File: src/include/acs_regs.svh
`ifndef ACS_REGS_SVH
`define ACS_REGS_SVH
// ------------------------------------------------------------
// Register indices (byte address is four times the index)
// ------------------------------------------------------------
`define ACS_IDX_CTRLA 6'h00
`define ACS_IDX_CTRLB 6'h01
`define ACS_IDX_CTRLC 6'h02
`define ACS_IDX_CTRLD 6'h03
`define ACS_IDX_CTRLE 6'h04
`define ACS_IDX_SAMPCTRL 6'h05
`define ACS_IDX_CHANSEL 6'h06
`define ACS_IDX_COMMAND 6'h08
`define ACS_IDX_EVCTRL 6'h09
`define ACS_IDX_INTFLAGS 6'h0B
`define ACS_IDX_RESULT 6'h10
`define ACS_IDX_WIN_LO 6'h12
`define ACS_IDX_WIN_HI 6'h14
// ------------------------------------------------------------
// Field positions
// ------------------------------------------------------------
`define ACS_CTRLA_EN 0
`define ACS_CTRLA_BITW 2
`define ACS_CTRLC_DIV_LSB 0
`define ACS_CTRLC_REF_LSB 4
`define ACS_CMD_START 0
`define ACS_EV_START 0
`define ACS_FLAG_RDY 0
`define ACS_FLAG_WIN 1
// ------------------------------------------------------------
// Reset values, codes and timing counts
// ------------------------------------------------------------
`define ACS_RST_BYTE 8'h00
`define ACS_RST_WORD 16'h0000
`define ACS_CONV_CYCLES 6'h0D
`define ACS_SAMPLE_BASE 6'h02
`define ACS_TEMP_CHAN 5'h1E
`define ACS_MAX_CODE 10'h3FF
`define ACS_MAX_SAMPNUM 3'h6
`endif

File: src/include/acs_pkg.sv
package acs_pkg;
  // Sequencer states, one-hot
  typedef enum logic [2:0] {
    ACS_IDLE = 3'b001,
    ACS_WAIT = 3'b010,
    ACS_CONV = 3'b100
  } acs_state_t;

  // Window comparator modes
  typedef enum logic [2:0] {
    ACS_WIN_OFF = 3'h0,
    ACS_WIN_BELOW = 3'h1,
    ACS_WIN_ABOVE = 3'h2,
    ACS_WIN_INSIDE = 3'h3,
    ACS_WIN_OUTSIDE = 3'h4
  } acs_winmode_t;

  // Control bundle toward the analog converter core
  typedef struct packed {
    logic [4:0] chan;
    logic [1:0] reference_select;
    logic temp_en;
    logic start;
    logic hold;
  } acs_core_ctrl_t;
endpackage : acs_pkg

File: src/rtl/acs_prescaler.sv
`timescale 1ns/100ps
`include "acs_regs.svh"
module acs_prescaler #(
  parameter int SEL_W = 3,
  parameter int CNT_W = 8
) (
  input wire logic pclk,
  input wire logic presetn,
  input wire logic enable,
  input wire logic run,
  input wire logic [SEL_W-1:0] div_sel,
  output logic tick
);
  logic [CNT_W-1:0] cnt_q;
  logic [CNT_W-1:0] half;
  logic [CNT_W-1:0] last;

  // Half and full period of the conversion clock
  assign half = {{(CNT_W-1){1'b0}}, 1'b1} << div_sel;
  assign last = CNT_W'((half << 1) - 1'b1);
  // Rising edge of the conversion clock
  assign tick = enable && run && (cnt_q == half);

  // Counter held at zero when off or idle, which fixes start latency
  always_ff @(posedge pclk or negedge presetn)
  begin
    if (!presetn)
      cnt_q <= '0;
    else if (!enable || !run)
      cnt_q <= '0;
    else if (cnt_q == last)
      cnt_q <= '0;
    else
      cnt_q <= cnt_q + 1'b1;
  end
endmodule : acs_prescaler

File: src/rtl/acs_sequencer.sv
// Contract
// - Divider counts while enabled outside idle and is cleared to zero while disabled.
// - A start request begins conversion at the next conversion clock edge.
// - Divider held reset when idle; start latency is half factor plus 2.
// - A normal conversion lasts 13 conversion clock cycles.
// - Sample-and-hold occurs 2 conversion cycles after start without delays.
// - On completion the result is stored and the ready flag set.
// - Reading the result or writing one to the flag clears ready.
// - Sampling time is 2 plus sample delay plus sample length cycles.
// - Channel and reference shadows follow into active selection when idle.
// - Selections freeze during conversion and track again in its last cycle.
// - Input above reference yields the maximum code 0x3FF, or 0x0FF in eight-bit mode.
// - Channel code 0x1E routes and enables the temperature sensor.
// - Window flag raised below, above, inside or outside per mode.
// - Comparator uses low/high thresholds and runs only for nonzero mode.
// - With accumulation, compare only after the last sample.
// - An enabled touch controller owns the first instance exclusively.
// - With event start enabled an incoming event starts a conversion.
// - Start bit reads one while converting, cleared at completion.
// - Event input is edge sensitive; each rising edge sets the start bit.
// - Eight-bit mode drops the two low bits before accumulate or store.
`timescale 1ns/100ps
`include "acs_regs.svh"
module acs_sequencer #(
  parameter bit FIRST_INSTANCE = 1'b1,
  parameter int RES_W = 10,
  parameter int ACC_W = 16
) (
  input wire logic pclk,
  input wire logic presetn,
  input wire logic [7:0] paddr,
  input wire logic psel,
  input wire logic penable,
  input wire logic pwrite,
  input wire logic [31:0] pwdata,
  output logic [31:0] prdata,
  output logic pready,
  output logic pslverr,
  input wire logic event_in,
  input wire logic touch_active,
  input wire logic touch_start,
  input wire logic [4:0] touch_channel,
  input wire logic [RES_W-1:0] core_result,
  input wire logic core_overrange,
  output acs_pkg::acs_core_ctrl_t core_ctrl
);
  // ------------------------------------------------------------
  // Declarations
  // ------------------------------------------------------------
  acs_pkg::acs_state_t state_q;
  logic en_q, bitw_q, evstart_en_q;
  logic [2:0] sampnum_q, div_sel_q, win_mode_q;
  logic [1:0] ref_shadow_q, ref_act_q;
  logic [4:0] chan_shadow_q, chan_act_q, samp_len_q;
  logic [3:0] samp_delay_q;
  logic [ACC_W-1:0] win_lo_q, win_hi_q, result_q, acc_q, acc_d;
  logic ready_q, win_q, temp_en_q, start_q, hold_q;
  logic ev_s1_q, ev_s2_q, ev_s3_q, ev_edge;
  logic [6:0] samp_cnt_q, samp_total;
  logic [5:0] cyc_q, last_cyc, hold_cyc;
  logic [RES_W-1:0] sample_v;
  logic [31:0] prdata_q, rd_mux;
  logic slverr_q, mapped, apb_wr, result_rd, sw_start, touch_mode;
  logic req, tick, conv_tick, done, last_acc, win_hit, track;
  logic [4:0] chan_src;
  logic [5:0] idx;

  // ------------------------------------------------------------
  // APB decode
  // ------------------------------------------------------------
  assign idx = paddr[7:2];
  always_comb
  begin
    mapped = (paddr[1:0] == 2'b00);
    case (idx)
      `ACS_IDX_CTRLA, `ACS_IDX_CTRLB, `ACS_IDX_CTRLC, `ACS_IDX_CTRLD,
      `ACS_IDX_CTRLE, `ACS_IDX_SAMPCTRL, `ACS_IDX_CHANSEL,
      `ACS_IDX_COMMAND, `ACS_IDX_EVCTRL, `ACS_IDX_INTFLAGS,
      `ACS_IDX_RESULT, `ACS_IDX_WIN_LO, `ACS_IDX_WIN_HI: mapped = mapped;
      default: mapped = 1'b0;
    endcase
  end
  assign apb_wr = psel && penable && pwrite && mapped;
  assign result_rd = psel && penable && !pwrite && mapped && (idx == `ACS_IDX_RESULT);
  // Zero wait states; read data and error are prepared in the setup cycle
  assign pready = 1'b1;
  assign prdata = prdata_q;
  assign pslverr = slverr_q;

  // Read mux, narrow registers sit in the low bits
  always_comb
  begin
    rd_mux = 32'h0000_0000;
    case (idx)
      `ACS_IDX_CTRLA: rd_mux[7:0] = {5'h00, bitw_q, 1'b0, en_q};
      `ACS_IDX_CTRLB: rd_mux[2:0] = sampnum_q;
      `ACS_IDX_CTRLC: rd_mux[7:0] = {2'h0, ref_shadow_q, 1'b0, div_sel_q};
      `ACS_IDX_CTRLD: rd_mux[3:0] = samp_delay_q;
      `ACS_IDX_CTRLE: rd_mux[2:0] = win_mode_q;
      `ACS_IDX_SAMPCTRL: rd_mux[4:0] = samp_len_q;
      `ACS_IDX_CHANSEL: rd_mux[4:0] = chan_shadow_q;
      `ACS_IDX_COMMAND: rd_mux[0] = (state_q != acs_pkg::ACS_IDLE);
      `ACS_IDX_EVCTRL: rd_mux[0] = evstart_en_q;
      `ACS_IDX_INTFLAGS: rd_mux[1:0] = {win_q, ready_q};
      `ACS_IDX_RESULT: rd_mux[ACC_W-1:0] = result_q;
      `ACS_IDX_WIN_LO: rd_mux[ACC_W-1:0] = win_lo_q;
      `ACS_IDX_WIN_HI: rd_mux[ACC_W-1:0] = win_hi_q;
      default: rd_mux = 32'h0000_0000;
    endcase
  end

  // Capture answer in setup; unmapped or misaligned answers with an error
  always_ff @(posedge pclk or negedge presetn)
  begin
    if (!presetn)
    begin
      prdata_q <= 32'h0000_0000;
      slverr_q <= 1'b0;
    end
    else if (psel && !penable)
    begin
      prdata_q <= mapped ? rd_mux : 32'h0000_0000;
      slverr_q <= !mapped;
    end
  end

  // ------------------------------------------------------------
  // Configuration registers
  // ------------------------------------------------------------
  always_ff @(posedge pclk or negedge presetn)
  begin
    if (!presetn)
    begin
      en_q <= 1'b0;
      bitw_q <= 1'b0;
      sampnum_q <= 3'h0;
      div_sel_q <= 3'h0;
      ref_shadow_q <= 2'h0;
      samp_delay_q <= 4'h0;
      win_mode_q <= 3'h0;
      samp_len_q <= 5'h00;
      chan_shadow_q <= 5'h00;
      evstart_en_q <= 1'b0;
      win_lo_q <= `ACS_RST_WORD;
      win_hi_q <= `ACS_RST_WORD;
    end
    else if (apb_wr)
    begin
      case (idx)
        `ACS_IDX_CTRLA:
        begin
          en_q <= pwdata[`ACS_CTRLA_EN];
          bitw_q <= pwdata[`ACS_CTRLA_BITW];
        end
        `ACS_IDX_CTRLB: sampnum_q <= pwdata[2:0];
        `ACS_IDX_CTRLC:
        begin
          div_sel_q <= pwdata[`ACS_CTRLC_DIV_LSB +: 3];
          ref_shadow_q <= pwdata[`ACS_CTRLC_REF_LSB +: 2];
        end
        `ACS_IDX_CTRLD: samp_delay_q <= pwdata[3:0];
        `ACS_IDX_CTRLE: win_mode_q <= pwdata[2:0];
        `ACS_IDX_SAMPCTRL: samp_len_q <= pwdata[4:0];
        `ACS_IDX_CHANSEL: chan_shadow_q <= pwdata[4:0];
        `ACS_IDX_EVCTRL: evstart_en_q <= pwdata[`ACS_EV_START];
        `ACS_IDX_WIN_LO: win_lo_q <= pwdata[ACC_W-1:0];
        `ACS_IDX_WIN_HI: win_hi_q <= pwdata[ACC_W-1:0];
        default: en_q <= en_q;
      endcase
    end
  end

  // ------------------------------------------------------------
  // Start sources
  // ------------------------------------------------------------
  // Event pin is asynchronous; edge seen only past the second flop
  always_ff @(posedge pclk or negedge presetn)
  begin
    if (!presetn)
    begin
      ev_s1_q <= 1'b0;
      ev_s2_q <= 1'b0;
      ev_s3_q <= 1'b0;
    end
    else
    begin
      ev_s1_q <= event_in;
      ev_s2_q <= ev_s1_q;
      ev_s3_q <= ev_s2_q;
    end
  end
  assign ev_edge = ev_s2_q && !ev_s3_q;
  assign touch_mode = FIRST_INSTANCE && touch_active;
  assign sw_start = apb_wr && (idx == `ACS_IDX_COMMAND) && pwdata[`ACS_CMD_START];
  // Touch controller locks out software and event starts while it owns us
  assign req = touch_mode ? touch_start
             : (sw_start || (evstart_en_q && ev_edge));

  // ------------------------------------------------------------
  // Conversion timing
  // ------------------------------------------------------------
  acs_prescaler #(
    .SEL_W(3),
    .CNT_W(8)
  ) u_prescaler (
    .pclk(pclk),
    .presetn(presetn),
    .enable(en_q),
    .run(state_q != acs_pkg::ACS_IDLE),
    .div_sel(div_sel_q),
    .tick(tick)
  );

  // Extra sample cycles stretch both the hold point and the end
  // Hold fires at the end of the last sampling cycle, hence the minus one
  assign hold_cyc = `ACS_SAMPLE_BASE - 6'h01 + {2'h0, samp_delay_q}
                  + {1'b0, samp_len_q};
  assign last_cyc = `ACS_CONV_CYCLES + {2'h0, samp_delay_q} + {1'b0, samp_len_q}
                  - 6'h01;
  assign samp_total = 7'((7'h01 << ((sampnum_q > `ACS_MAX_SAMPNUM) ?
                      `ACS_MAX_SAMPNUM : sampnum_q)) - 7'h01);
  assign conv_tick = (state_q == acs_pkg::ACS_CONV) && tick;
  assign done = conv_tick && (cyc_q == last_cyc);
  assign last_acc = done && (samp_cnt_q == samp_total);

  // Sequencer; a request outside idle simply has no transition
  always_ff @(posedge pclk or negedge presetn)
  begin
    if (!presetn)
      state_q <= acs_pkg::ACS_IDLE;
    else if (!en_q)
      state_q <= acs_pkg::ACS_IDLE;
    else
    begin
      case (state_q)
        acs_pkg::ACS_IDLE: if (req) state_q <= acs_pkg::ACS_WAIT;
        acs_pkg::ACS_WAIT: if (tick) state_q <= acs_pkg::ACS_CONV;
        acs_pkg::ACS_CONV: if (last_acc) state_q <= acs_pkg::ACS_IDLE;
        default: state_q <= acs_pkg::ACS_IDLE;
      endcase
    end
  end

  // Conversion cycle and sample counters
  always_ff @(posedge pclk or negedge presetn)
  begin
    if (!presetn)
    begin
      cyc_q <= 6'h00;
      samp_cnt_q <= 7'h00;
    end
    else if (state_q == acs_pkg::ACS_WAIT)
    begin
      cyc_q <= 6'h00;
      samp_cnt_q <= 7'h00;
    end
    else if (conv_tick)
    begin
      cyc_q <= done ? 6'h00 : cyc_q + 6'h01;
      if (done)
        samp_cnt_q <= samp_cnt_q + 7'h01;
    end
  end

  // ------------------------------------------------------------
  // Result path
  // ------------------------------------------------------------
  // Over-range saturates; eight-bit mode discards two low bits
  assign sample_v = bitw_q
                  ? ((core_overrange ? `ACS_MAX_CODE : core_result) >> 2)
                  : (core_overrange ? `ACS_MAX_CODE : core_result);
  assign acc_d = acc_q + {{(ACC_W-RES_W){1'b0}}, sample_v};

  // Window test on the finished accumulation only
  always_comb
  begin
    case (acs_pkg::acs_winmode_t'(win_mode_q))
      acs_pkg::ACS_WIN_BELOW: win_hit = acc_d < win_lo_q;
      acs_pkg::ACS_WIN_ABOVE: win_hit = acc_d > win_hi_q;
      acs_pkg::ACS_WIN_INSIDE: win_hit = (acc_d > win_lo_q) && (acc_d < win_hi_q);
      acs_pkg::ACS_WIN_OUTSIDE: win_hit = (acc_d < win_lo_q) || (acc_d > win_hi_q);
      default: win_hit = 1'b0;
    endcase
  end

  always_ff @(posedge pclk or negedge presetn)
  begin
    if (!presetn)
    begin
      acc_q <= `ACS_RST_WORD;
      result_q <= `ACS_RST_WORD;
    end
    else if (state_q == acs_pkg::ACS_WAIT)
      acc_q <= `ACS_RST_WORD;
    else if (done)
    begin
      acc_q <= acc_d;
      if (last_acc)
        result_q <= acc_d;
    end
  end

  // Flags: a completion in the clearing cycle wins over the clear
  always_ff @(posedge pclk or negedge presetn)
  begin
    if (!presetn)
    begin
      ready_q <= 1'b0;
      win_q <= 1'b0;
    end
    else
    begin
      if (last_acc)
        ready_q <= 1'b1;
      else if (result_rd || (apb_wr && idx == `ACS_IDX_INTFLAGS && pwdata[`ACS_FLAG_RDY]))
        ready_q <= 1'b0;
      if (last_acc && win_hit)
        win_q <= 1'b1;
      else if (apb_wr && idx == `ACS_IDX_INTFLAGS && pwdata[`ACS_FLAG_WIN])
        win_q <= 1'b0;
    end
  end

  // ------------------------------------------------------------
  // Active selections and core control
  // ------------------------------------------------------------
  assign chan_src = touch_mode ? touch_channel : chan_shadow_q;
  assign track = (state_q != acs_pkg::ACS_CONV) || (cyc_q == last_cyc);

  // Frozen while converting so sampling sees a stable input
  always_ff @(posedge pclk or negedge presetn)
  begin
    if (!presetn)
    begin
      chan_act_q <= 5'h00;
      ref_act_q <= 2'h0;
      temp_en_q <= 1'b0;
    end
    else if (track)
    begin
      chan_act_q <= chan_src;
      ref_act_q <= ref_shadow_q;
      temp_en_q <= (chan_src == `ACS_TEMP_CHAN);
    end
  end

  // Start pulse per sample, hold pulse at end of sampling
  always_ff @(posedge pclk or negedge presetn)
  begin
    if (!presetn)
    begin
      start_q <= 1'b0;
      hold_q <= 1'b0;
    end
    else
    begin
      start_q <= ((state_q == acs_pkg::ACS_WAIT) && tick) || (done && !last_acc);
      hold_q <= conv_tick && (cyc_q == hold_cyc);
    end
  end

  assign core_ctrl = '{chan: chan_act_q, reference_select: ref_act_q, temp_en: temp_en_q,
                       start: start_q, hold: hold_q};
endmodule : acs_sequencer

File: config.mk
export PLATFORM = sky130hd
export DESIGN_NAME = acs_sequencer
export DESIGN_NICKNAME = d
export VERILOG_FILES = /design/src/include/acs_pkg.sv /design/src/rtl/acs_prescaler.sv /design/src/rtl/acs_sequencer.sv
export VERILOG_INCLUDE_DIRS = /design/src /design/src/include
export SDC_FILE = /design/constraint.sdc
export NUM_CORES = 1
export LEC_CHECK = 0
export BUFFER_PORTS_ARGS = -buffer_cell sky130_fd_sc_hd__buf_4
export CORE_ASPECT_RATIO = 1.4
export CORE_MARGIN = 1.5
export CORE_UTILIZATION = 48
export DETAILED_ROUTE_END_ITERATION = 12
export PLACE_DENSITY = 0.7
export SLEW_MARGIN = 20
export SYNTH_ARGS = -nofsm -noshare
export SYNTH_HDL_FRONTEND = slang
export SYNTH_HIERARCHICAL = 1
export SYNTH_SLANG_ARGS = --single-unit
File: constraint.sdc
create_clock -name pclk -period 13.08 [get_ports pclk]
set_input_delay 1.962 -clock pclk [delete_from_list [all_inputs] [get_ports pclk]]
set_output_delay 1.962 -clock pclk [all_outputs]
set_load 0.1 [all_outputs]
==> metrics.md, run 1 <==
| Metric | Value |
|---|---|
| Status | finished, final reports clean |
| EDFF count, synth | 0 |
| Initial antenna violation count | 1 |
| # Post-CTS Setup Buffers | 0 |
| Final Hold Fails | 0 |
| CP bufs+invs | 2 |
| Yosys warns | 6 |
| Starting Density | 0.4919 |
| RSZ-0062 raised after global routing | false |
| Final #Nets | 1171 |
| Slowest library cell on the worst path | a2111oi_1 |
| Max Fclk | 0.1660 GHz |
| Total Routed Length | 24110 um |
| Final period util | 0.4606 |
| Clk sink count | 148 |
| Crit-path cells | buf_4 -> nor2b_1 -> a211o_1 -> ha_1 -> a2111oi_1 -> a211oi_1 -> nor3_1 -> inv_1 -> ha_1 -> nand3_1 -> or3_1 -> a211o_1 -> and4_1 -> a311o_1 -> a32o_1 |
| Data arrival, critical path | 6340 ps |
| Fraction of registers with async set/reset | 1.000 |
| Fin util | 0.5533 |
| Leak Pwr | 4.973 nW |
| Max_slew headroom | 0.3398 |
| DRT iter0 DRCs | 463 |
| Predominant post-synthesis flop cell | dfrtp_1 |
| Worst EP required | 13390 ps |
| Synth cell types | between 70 and 80 |
| Crit path max fanout | 5 |
| Worst-margin pin slew | 990.3 ps |
| Post_cts resized | 0 |
| Sequential area share after synthesis | 0.3888 |
| Post-DP HPWL | between 15000 and 20000 um |
| Io pins | ~110 |
| Worst VDD drop | 0.00007948 V |
| Initial DRT Pass Iterations | 6 |
| Crit-path max cell delay | 860 ps |
| Core area | 19370 um^2 |
| DRC | 0 |
| Most common cell after layout, fill and taps aside | dfrtp_1 |
| HP Class | flip-flop to flip-flop |
| Total number of vias | 7683 |
| Share of layout cells above drive strength 1 | 0.1849 |
| CP delay by family, top | compound AO/OA/AOI/OAI gates |
| Dpl cell area | about 10000 um^2 |
| Max-cap viol count | 0 |
| Largest net degree at the start of global routing | 81 |
| # rows | 60 |
| Crit path capture type | flip-flop |
| Startpoint types | input port |
| Clk_lat worst skew | about 430 ps |
| GRT Total Usage | 0.2421 |
| Die ar. | 20720 um^2 |
| Post-route minimum period | 6025 ps |
| Antenna viol nets, final | 0 |
| Port Buffers | 74 |
| TritonCTS clock tree | built |
| RePlAce Congestion | 0.8690 |
| Syn-to-layout area delta | 12.48% |
| Vias in the first global route | 7646 |
| # setup viols final | 0 |
| Global-route wire length before repair | 38960 um |
| Post-Synthesis Cells | 1003 |
| Via/cell ratio | 5.869 |
| R2R setup slack | 7970 ps |
| Die width | between 100 and 150 um |
| WHS | 362.7 ps |
| Root buf cell | clkbuf_16 |
| Total power | 0.001057 W |
| Clock tree buffer depth | 2 |
| Setup TNS | 0 ps |
| Die Ht | about 170 um |
| Post-synthesis average cell area | 9.499 um^2 |
| H-tree lvl count | 4 |
| Mapped cell area | 9528 um^2 |
| Power per cell area | 98.65 nW/um^2 |
| Setup CP Type | input port to flip-flop |
| CTS buffer count | 17 |
| Total global routing overflow | 0 |
| Wirelength per Cell | approximately 18 um |
| Final Instance Area | 10720 um^2 |
| Worst-path clk slew | 60 ps |
| Worst Skew | approximately 12 ps |
| Max-slew violations | 0 |
| Hold Buf Count CTS | 0 |
| Synthesized flop and latch total | 148 |
| Most frequent cells in the layout | 147 x dfrtp_1, 99 x nand2_1, 79 x buf_4 |
## worst paths after layout
kind	cells after the start	startpoint	endpoint
setup / recovery	15	core_result[7]	win_q
hold / removal	0	ev_s1_q	ev_s2_q
setup reg to reg	14	bitw_q	win_q
hold reg to reg	0	ev_s1_q	ev_s2_q
max in group asynchronous	2	presetn	win_hi_q[6]
min in group asynchronous	1	presetn	cyc_q[5]
## logic make-up after synthesis
| family | after synthesis | share of synthesized area |
|---|---|---|
| AO/OA/AOI/OAI | 242 | 0.1758 |
| XOR/XNOR | 35 | 0.03217 |
| adder cells (fa/ha/maj) | 60 | 0.08194 |
| buffers and inverters | 135 | 0.06527 |
| flip-flops | 148 | 0.3888 |
| multiplexers | 71 | 0.08457 |
| other | 2 | 0.0007882 |
| AND/OR/NAND/NOR | 310 | 0.1706 |
## registers in the layout, indices dropped and copies added, names as in the netlist, 4 cells and up
name,cells
samp_len_q,5
chan_shadow_q,5
win_hi_q,16
samp_delay_q,4
chan_act_q,5
result_q,16
samp_cnt_q,7
u_prescaler/cnt_q,8
cyc_q,6
prdata,16
acc_q,16
win_lo_q,16
## final cells by class
class / count / area, um^2
Fill cell: 1743 / 8652
Multi-Input combinational cell: 735 / 5268
Sequential cell: 148 / 3705
Timing Repair Buffer: 80 / 604.3
Clock buffer: 21 / 470.5
Tap cell: 248 / 310.3
Inverter: 65 / 244.0
Clock inverter: 11 / 112.6
Antenna cell: 1 / 2.502
## power by group
| part | switching, W | internal [W] |
|---|---|---|
| registers | 0.00000177 | 0.000460 |
| clock network | 0.000205 | 0.000281 |
| logic | 0.0000787 | 0.0000312 |
| total | 0.000285 | 0.000772 |
## cell usage after synthesis (6+ instances only)
cell      instances  area share
dfrtp_1         147        0.39
nand2_1          99       0.039
mux2_2           66       0.078
inv_1            65       0.026
ha_1             56       0.074
o21ai_0          56       0.029
a21oi_1          47       0.025
nand3_1          40       0.021
nor2_1           39       0.015
clkbuf_1         32       0.013
buf_4            21       0.017
nor3_1           20       0.011
xnor2_1          20       0.018
a22o_1           19       0.017
nor2b_1          19       0.012
a22oi_1          18       0.014
xor2_1           15       0.014
nand4_1          14      0.0092
a211o_1          13       0.012
a211oi_1         11      0.0087
a21o_1           11      0.0087
and3_1           11      0.0072
buf_2            11      0.0058
nand2b_1         11      0.0072
and2_1            8      0.0053
o211ai_1          8      0.0063
o21a_1            7      0.0055
o31ai_1           7      0.0055
or3_1             7      0.0046
and4_1            6      0.0055
## routing by layer
| metal | wire, um | vias up | global-route usage |
|---|---|---|---|
| li1 | - | 3687 | - |
| met1 | 9747 | 3761 | 0.2852 |
| met2 | 12480 | 180 | 0.4284 |
| met3 | 821 | 55 | 0.03461 |
| met4 | 1060 | 0 | 0.1168 |
| met5 | 0 | - | 0 |
## per-stage QoR
stage          setup slack [ps]  cells
6_report                   7055   1309
5_1_grt                    6750   1309
4_1_cts                    6889   1308
3_5_place_dp               6416   1276
3_3_place_gp               6557   1276
2_1_floorplan              7237   1018
Power figures use the tool's default switching activity.
==> run 2, diff against run 1 <==
- ABC_AREA: not set -> 1
- clock period: 13.08 -> 5.9 ns (I/O delays scaled with it)
==> metrics.md, run 2 <==
| Metric | Value |
|---|---|
| TritonCTS clock tree | built |
| EDFF count, synth | 0 |
| CTS buffer count | 17 |
| Hold Buf Count CTS | 0 |
| Core area | 19140 um^2 |
| Top-count cell post-synth | nand2_1 |
| Clock tree buffer depth | 2 |
| Worst-case reg-to-reg path depth | 27 |
| RSZ-0062 raised after global routing | false |
| Clk_lat worst skew | between 400 and 500 ps |
| Worst-margin pin slew | 845.0 ps |
| Fraction of registers with async set/reset | 1.000 |
| Share of layout cells above drive strength 1 | 0.1190 |
| Post-route minimum period | about 4300 ps |
| Dpl cell area | 10000 um^2 |
| Sequential area share after synthesis | 0.3962 |
| Worst hold endpoint | ev_s2_q |
| Predominant post-synthesis flop cell | dfrtp_1 |
| HP Class | flip-flop to flip-flop |
| Post-synth top cells | 307 x nand2_1, 174 x inv_1, 147 x dfrtp_1 |
| Syn-to-layout area delta | 12.80% |
| Die Ht | 168.2 um |
| Io pins | between 100 and 150 |
| Starting Density | 0.4885 |
| Final period util | 0.7220 |
| Data arrival, critical path | 4570 ps |
| Root buf cell | clkbuf_16 |
| Die ar. | ~20000 um^2 |
| Worst VDD drop | 0.0002008 V |
| Port Buffers | 74 |
| Max-cap viol count | 0 |
| Status | finished, final reports clean |
| Synth top area cells | dfrtp_1 39%, nand2_1 12%, ha_1 7.5% |
| GRT Total Usage | 0.2455 |
| Clk sink count | 148 |
| CP most frequent cell | nand2_1 |
| Crit path from | bitw_q |
| Synthesized flop and latch total | 148 |
| Crit path capture type | flip-flop |
| Post-synthesis average cell area | 7.615 um^2 |
| Max Fclk | between 0.2 and 0.25 GHz |
| Max_slew headroom | 0.4367 |
| Most common cell after layout, fill and taps aside | nand2_1 |
| Yosys warns | 6 |
| Mapped cell area | between 9000 and 10000 um^2 |
| HP Start | ev_s1_q |
| Global-route wire length before repair | 38940 um |
| Synth cell types | 47 |
| Antenna diode count | 0 |
| CP delay by family, top | simple AND/OR/NAND/NOR gates |
| Vias in the first global route | 8046 |
| Post-Synthesis Cells | 1228 |
| Worst-path clk slew | 60 ps |
| Initial DRT Pass Iterations | 5 |
| Post-DP HPWL | 18040 um |
| Most area-hungry cell type in the Yosys netlist | dfrtp_1 |
| H-tree lvl count | 4 |
| DRC | 0 |
| Via/cell ratio | 5.288 |
| R2R setup slack | between 1500 and 2000 ps |
| Synth Area in XOR/XNOR | 0.02529 |
| Final #Nets | 1416 |
| Crit path max fanout | 12 |
| CP bufs+invs | 4 |
| Post_cts resized | 0 |
| DRT iter0 DRCs | 429 |
| Setup TNS | 0 ps |
| Mux cell area share after synthesis | 0 |
| Antenna viol nets, final | 0 |
| Total Routed Length | 23810 um |
| Worst R2R Start | bitw_q |
| Worst hold stages | 0 |
| # rows | 60 |
| Worst EP required | about 6200 ps |
| Power per cell area | roughly 260 nW/um^2 |
| Leak Pwr | 5.523 nW |
| Compound-gate portion of the synthesized area | 0.1448 |
| Slowest library cell on the worst path | dfrtp_1 |
| Reg-to-Reg End | win_q |
| # setup viols final | 0 |
| RePlAce Congestion | 0.9254 |
| Initial antenna violation count | 0 |
| Final Hold Fails | 0 |
| Total number of vias | 8202 |
| Die width | 121.0 um |
| Yosys top cell area share | 0.3934 |
| Simple-Gate Fraction of Synth Area | 0.2439 |
| Largest net degree at the start of global routing | 94 |
| Crit-path max cell delay | ~530 ps |
| Setup CP Type | flip-flop to flip-flop |
| Wirelength per Cell | 15.35 um |
| Worst Skew | 8.282 ps |
| Max-slew violations | 0 |
| Total global routing overflow | 0 |
| Adder-cell share of the synthesized area | 0.08349 |
| Startpoint types | flip-flop |
| # Post-CTS Setup Buffers | 0 |
| Largest family of logic cells by synthesized area | simple AND/OR/NAND/NOR gates |
| Most frequent cells in the layout | 307 x nand2_1, 174 x inv_1, 147 x dfrtp_1 |
| Final Instance Area | roughly 11000 um^2 |
run 2: cell count changes in the layout (fill, tap and decap cells not counted), sizes merged, moves of 16 or more:
cell	previous run	this run
nor2b	19	0
o22ai	0	25
nand3	40	67
mux2	66	0
nand2	99	313
nor2	41	93
inv	71	183
a22oi	18	2
o21ai	61	151
a22o	19	1
run 2: kinds of logic after synthesis:
logic type	count (synthesis)
AOI/OAI and AO/OA	251
xor gates and xnor gates	27
adders and majority gates	60
buffers and inverters	229
DFF	148
other	2
and+or+nand+nor	511
run 2: layer usage:
metal,GRT usage,vias to the layer above,part of all wire
li1,-,4078,-
met2,0.4474,204,0.53
met3,0.03286,66,0.034
met4,0.1376,0,0.045
met1,0.2716,3854,0.39
met5,0,-,0
run 2: power breakdown:
group / leakage, nW / switching, W / internal [W]
clock network: 0.264 / 0.000437 / 0.000586
logic: 3.63 / 0.000428 / 0.000152
registers: 1.63 / 0.0000396 / 0.00106
total: 5.52 / 0.000905 / 0.00180
run 2: worst register-to-register path: stages, from the launching register on:
cell     delay [ps]
dfrtp_1         530
inv_1           240
nand2_1         160
o21ai_0          80
inv_1            50
ha_1            190
inv_1            80
fa_1            410
o21ai_1         310
nand2_1         120
nand2_1          90
nand2_1          70
a21oi_1         270
nand2_1         100
nand2_1          70
nand2_1         150
ha_1            320
nand2_1          60
nor2_1          170
nand4_1         120
inv_1           100
nand2_1          70
nand2_1          80
nand2_1          50
nand2_1          50
nand3_1          70
nand2_1          60
nand2_1          50
run 2: area by class of cell:
type	count	area (um^2)
fillers	1799	8594
multi-input cells	866	4716
flip-flops and latches	148	3705
inverters	181	681.9
repair buffers	78	589.3
clock buffers	18	439.2
well taps	248	310.3
clock inverters	12	107.6
run 2: worst max-delay path by stage:
stage	end	cells past startpoint
floorplan	win_q	25
global placement	win_q	24
detailed placement	win_q	28
CTS	win_q	27
global route	win_q	27
finish	win_q	27
run 2: through the flow:
| step | utilization | cells | setup WS (ps) | total power, W | hold slack (ps) |
|---|---|---|---|---|---|
| final | 0.5510 | 1551 | 1640 | 0.002703 | 347.9 |
| after global routing | 0.5510 | 1551 | 1243 | 0.002835 | 351.3 |
| after CTS | 0.5510 | 1551 | 1635 | 0.002720 | 350.2 |
| after detailed placement | 0.5225 | 1521 | 1386 | 0.001699 | 335.5 |
| after global placement | 0.5225 | 1521 | 1520 | 0.001687 | 334.2 |
| after floorplan | - | 1243 | 2146 | 0.001532 | 331.2 |
==> run 3, diff against run 2 <==
- PLACE_DENSITY: 0.7 -> 0.72
- clock period: 5.9 -> 3.6 ns (I/O delays scaled with it)
==> metrics.md, run 3 (synthesized netlist as in run 2, its figures left out) <==
| Metric | Value |
|---|---|
| Status | finished, final reports clean |
| Die width | 121.0 um |
| Total global routing overflow | 0 |
| CTS buffer count | 17 |
| Root buf cell | clkbuf_16 |
| Core area | approximately 19000 um^2 |
| Leak Pwr | 5.776 nW |
| Final #Nets | roughly 1.5k |
| GRT Total Usage | 0.2501 |
| Worst EP required | 3920 ps |
| Total number of vias | around 8.5k |
| Starting Density | 0.4885 |
| Share of layout cells above drive strength 1 | 0.1846 |
| DRC | 0 |
| Worst Skew | 8.977 ps |
| Crit path capture type | flip-flop |
| Antenna viol nets, final | 0 |
| DRT iter0 DRCs | between 500 and 600 |
| Most Used Layer, Global Route | met2 |
| Die ar. | 20340 um^2 |
| Power per cell area | 416.1 nW/um^2 |
| Combinational share of power | 0.228 |
| Max_slew headroom | 0.5515 |
| Max-cap viol count | 0 |
| # rows | 60 |
| Most frequent cells in the layout | 294 x nand2_1, 171 x inv_1, 147 x dfrtp_1 |
| HP Class | input port to async pin |
| Sw Ratio | 0.3412 |
| Clk pwr share | 0.385 |
| Port Buffers | 74 |
| Max Fclk | about 0.29 GHz |
| Met2 Use GR | 0.4649 |
| Max-slew violations | 0 |
| Post-route minimum period | 3431 ps |
| Initial DRT Pass Iterations | 6 |
| Post-DP HPWL | 18440 um |
| Clk sink count | 148 |
| Total power | 0.004664 W |
| TritonCTS clock tree | built |
| Via/cell ratio | 5.314 |
| Setup CP Type | flip-flop to flip-flop |
| Crit path max fanout | 6 |
| Initial antenna violation count | 0 |
| Setup TNS | 0 ps |
| Largest net degree at the start of global routing | 108 |
| Startpoint types | flip-flop |
| Worst-margin pin slew | 671.1 ps |
| Clock tree buffer depth | 2 |
| Final Hold Fails | 0 |
| Worst VDD drop | 0.0002466 V |
| Net Switching | 0.001591 W |
| Vias in the first global route | 8341 |
| RePlAce Congestion | around 0.94 |
| # setup viols final | 0 |
| Hold Buf Count CTS | 0 |
| Data arrival, critical path | 3750 ps |
| Syn-to-layout area delta | 19.85% |
| Fin util | 0.5855 |
| Met1 GRT Util | 0.2700 |
| H-tree lvl count | 4 |
| Seq pwr share | 0.387 |
| Most common cell after layout, fill and taps aside | nand2_1 |
| Die Ht | 168.2 um |
| Met3 usage | 0.02879 |
| Antenna diode count | 0 |
| Clk_lat worst skew | 440 ps |
| Worst-path clk slew | 70 ps |
| Total Routed Length | roughly 25000 um |
| Wirelength per Cell | 15.68 um |
| Global-route wire length before repair | 39960 um |
| Final period util | 0.9530 |
| WHS | approximately 6.7 ps |
| Int Pwr | ~0.003 W |
| Io pins | roughly 110 |
run 3: critical path, stage by stage, from the launching register on:
cell	delay (ps)
dfrtp_1	380
inv_2	80
nand2_2	90
o21ai_0	70
inv_1	60
ha_2	180
inv_2	50
fa_2	360
o21ai_2	180
nand2_2	90
nand2_2	80
nand2_2	80
a21oi_4	210
nand2_1	90
nand2_2	80
nand2_4	90
ha_4	270
nand2_1	70
nor2_2	140
nand4_1	130
inv_2	90
nand2_2	70
nand2_2	60
nand2_1	50
nand2_1	50
nand3_1	70
nand2_1	80
nand2_1	50
run 3: cell type report:
type | instances | area, um^2
clock inverter | 13 | 141.4
tap | 248 | 310.3
clock buffer | 19 | 452.9
multi-input combinational | 866 | 4985
inverter | 181 | 681.9
timing repair buffer | 122 | 932.1
sequential | 148 | 3705
fill | 1732 | 7935
run 3: routing by layer:
metal,part of all wire,vias up
met5,0,-
met4,0.052,0
met3,0.034,70
met2,0.54,225
met1,0.38,4036
li1,-,4156
run 3: final timing paths:
path / end / cells past startpoint / slack, ps / start
setup / recovery: win_q / 27 / 170 / bitw_q
hold / removal: u_prescaler/cnt_q[5] / 1 / 7 / presetn
setup reg to reg: win_q / 27 / 170 / bitw_q
hold reg to reg: ev_s2_q / 0 / 350 / ev_s1_q
max in group asynchronous: win_lo_q[12] / 2 / 2690 / presetn
min in group pclk: ev_s1_q / 1 / 210 / event_in
run 3: timing repair:
action                     CTS  global route
gates resized for setup      3            52
pin swaps                    0            21
buffers inserted             0             4
setup endpoints to repair    1             1
run 3: power by group through the flow:
stage	Clock (W)	Sequential, W	Combinational, W
floorplan	0	0.00194	0.000571
global placement	0	0.00183	0.00100
detailed placement	0	0.00183	0.00102
CTS	0.00181	0.00180	0.00103
global route	0.00188	0.00181	0.00116
finish	0.00180	0.00180	0.00106
run 3: metrics by stage:
stage,cells,instance area (um^2),setup WS [ps]
after CTS,1594,10930,8.330
final,1597,11210,169.3
after global routing,1597,11210,-91.24
after global placement,1562,10320,-227.2
after detailed placement,1562,10320,-289.6
after floorplan,1243,9408,190.8
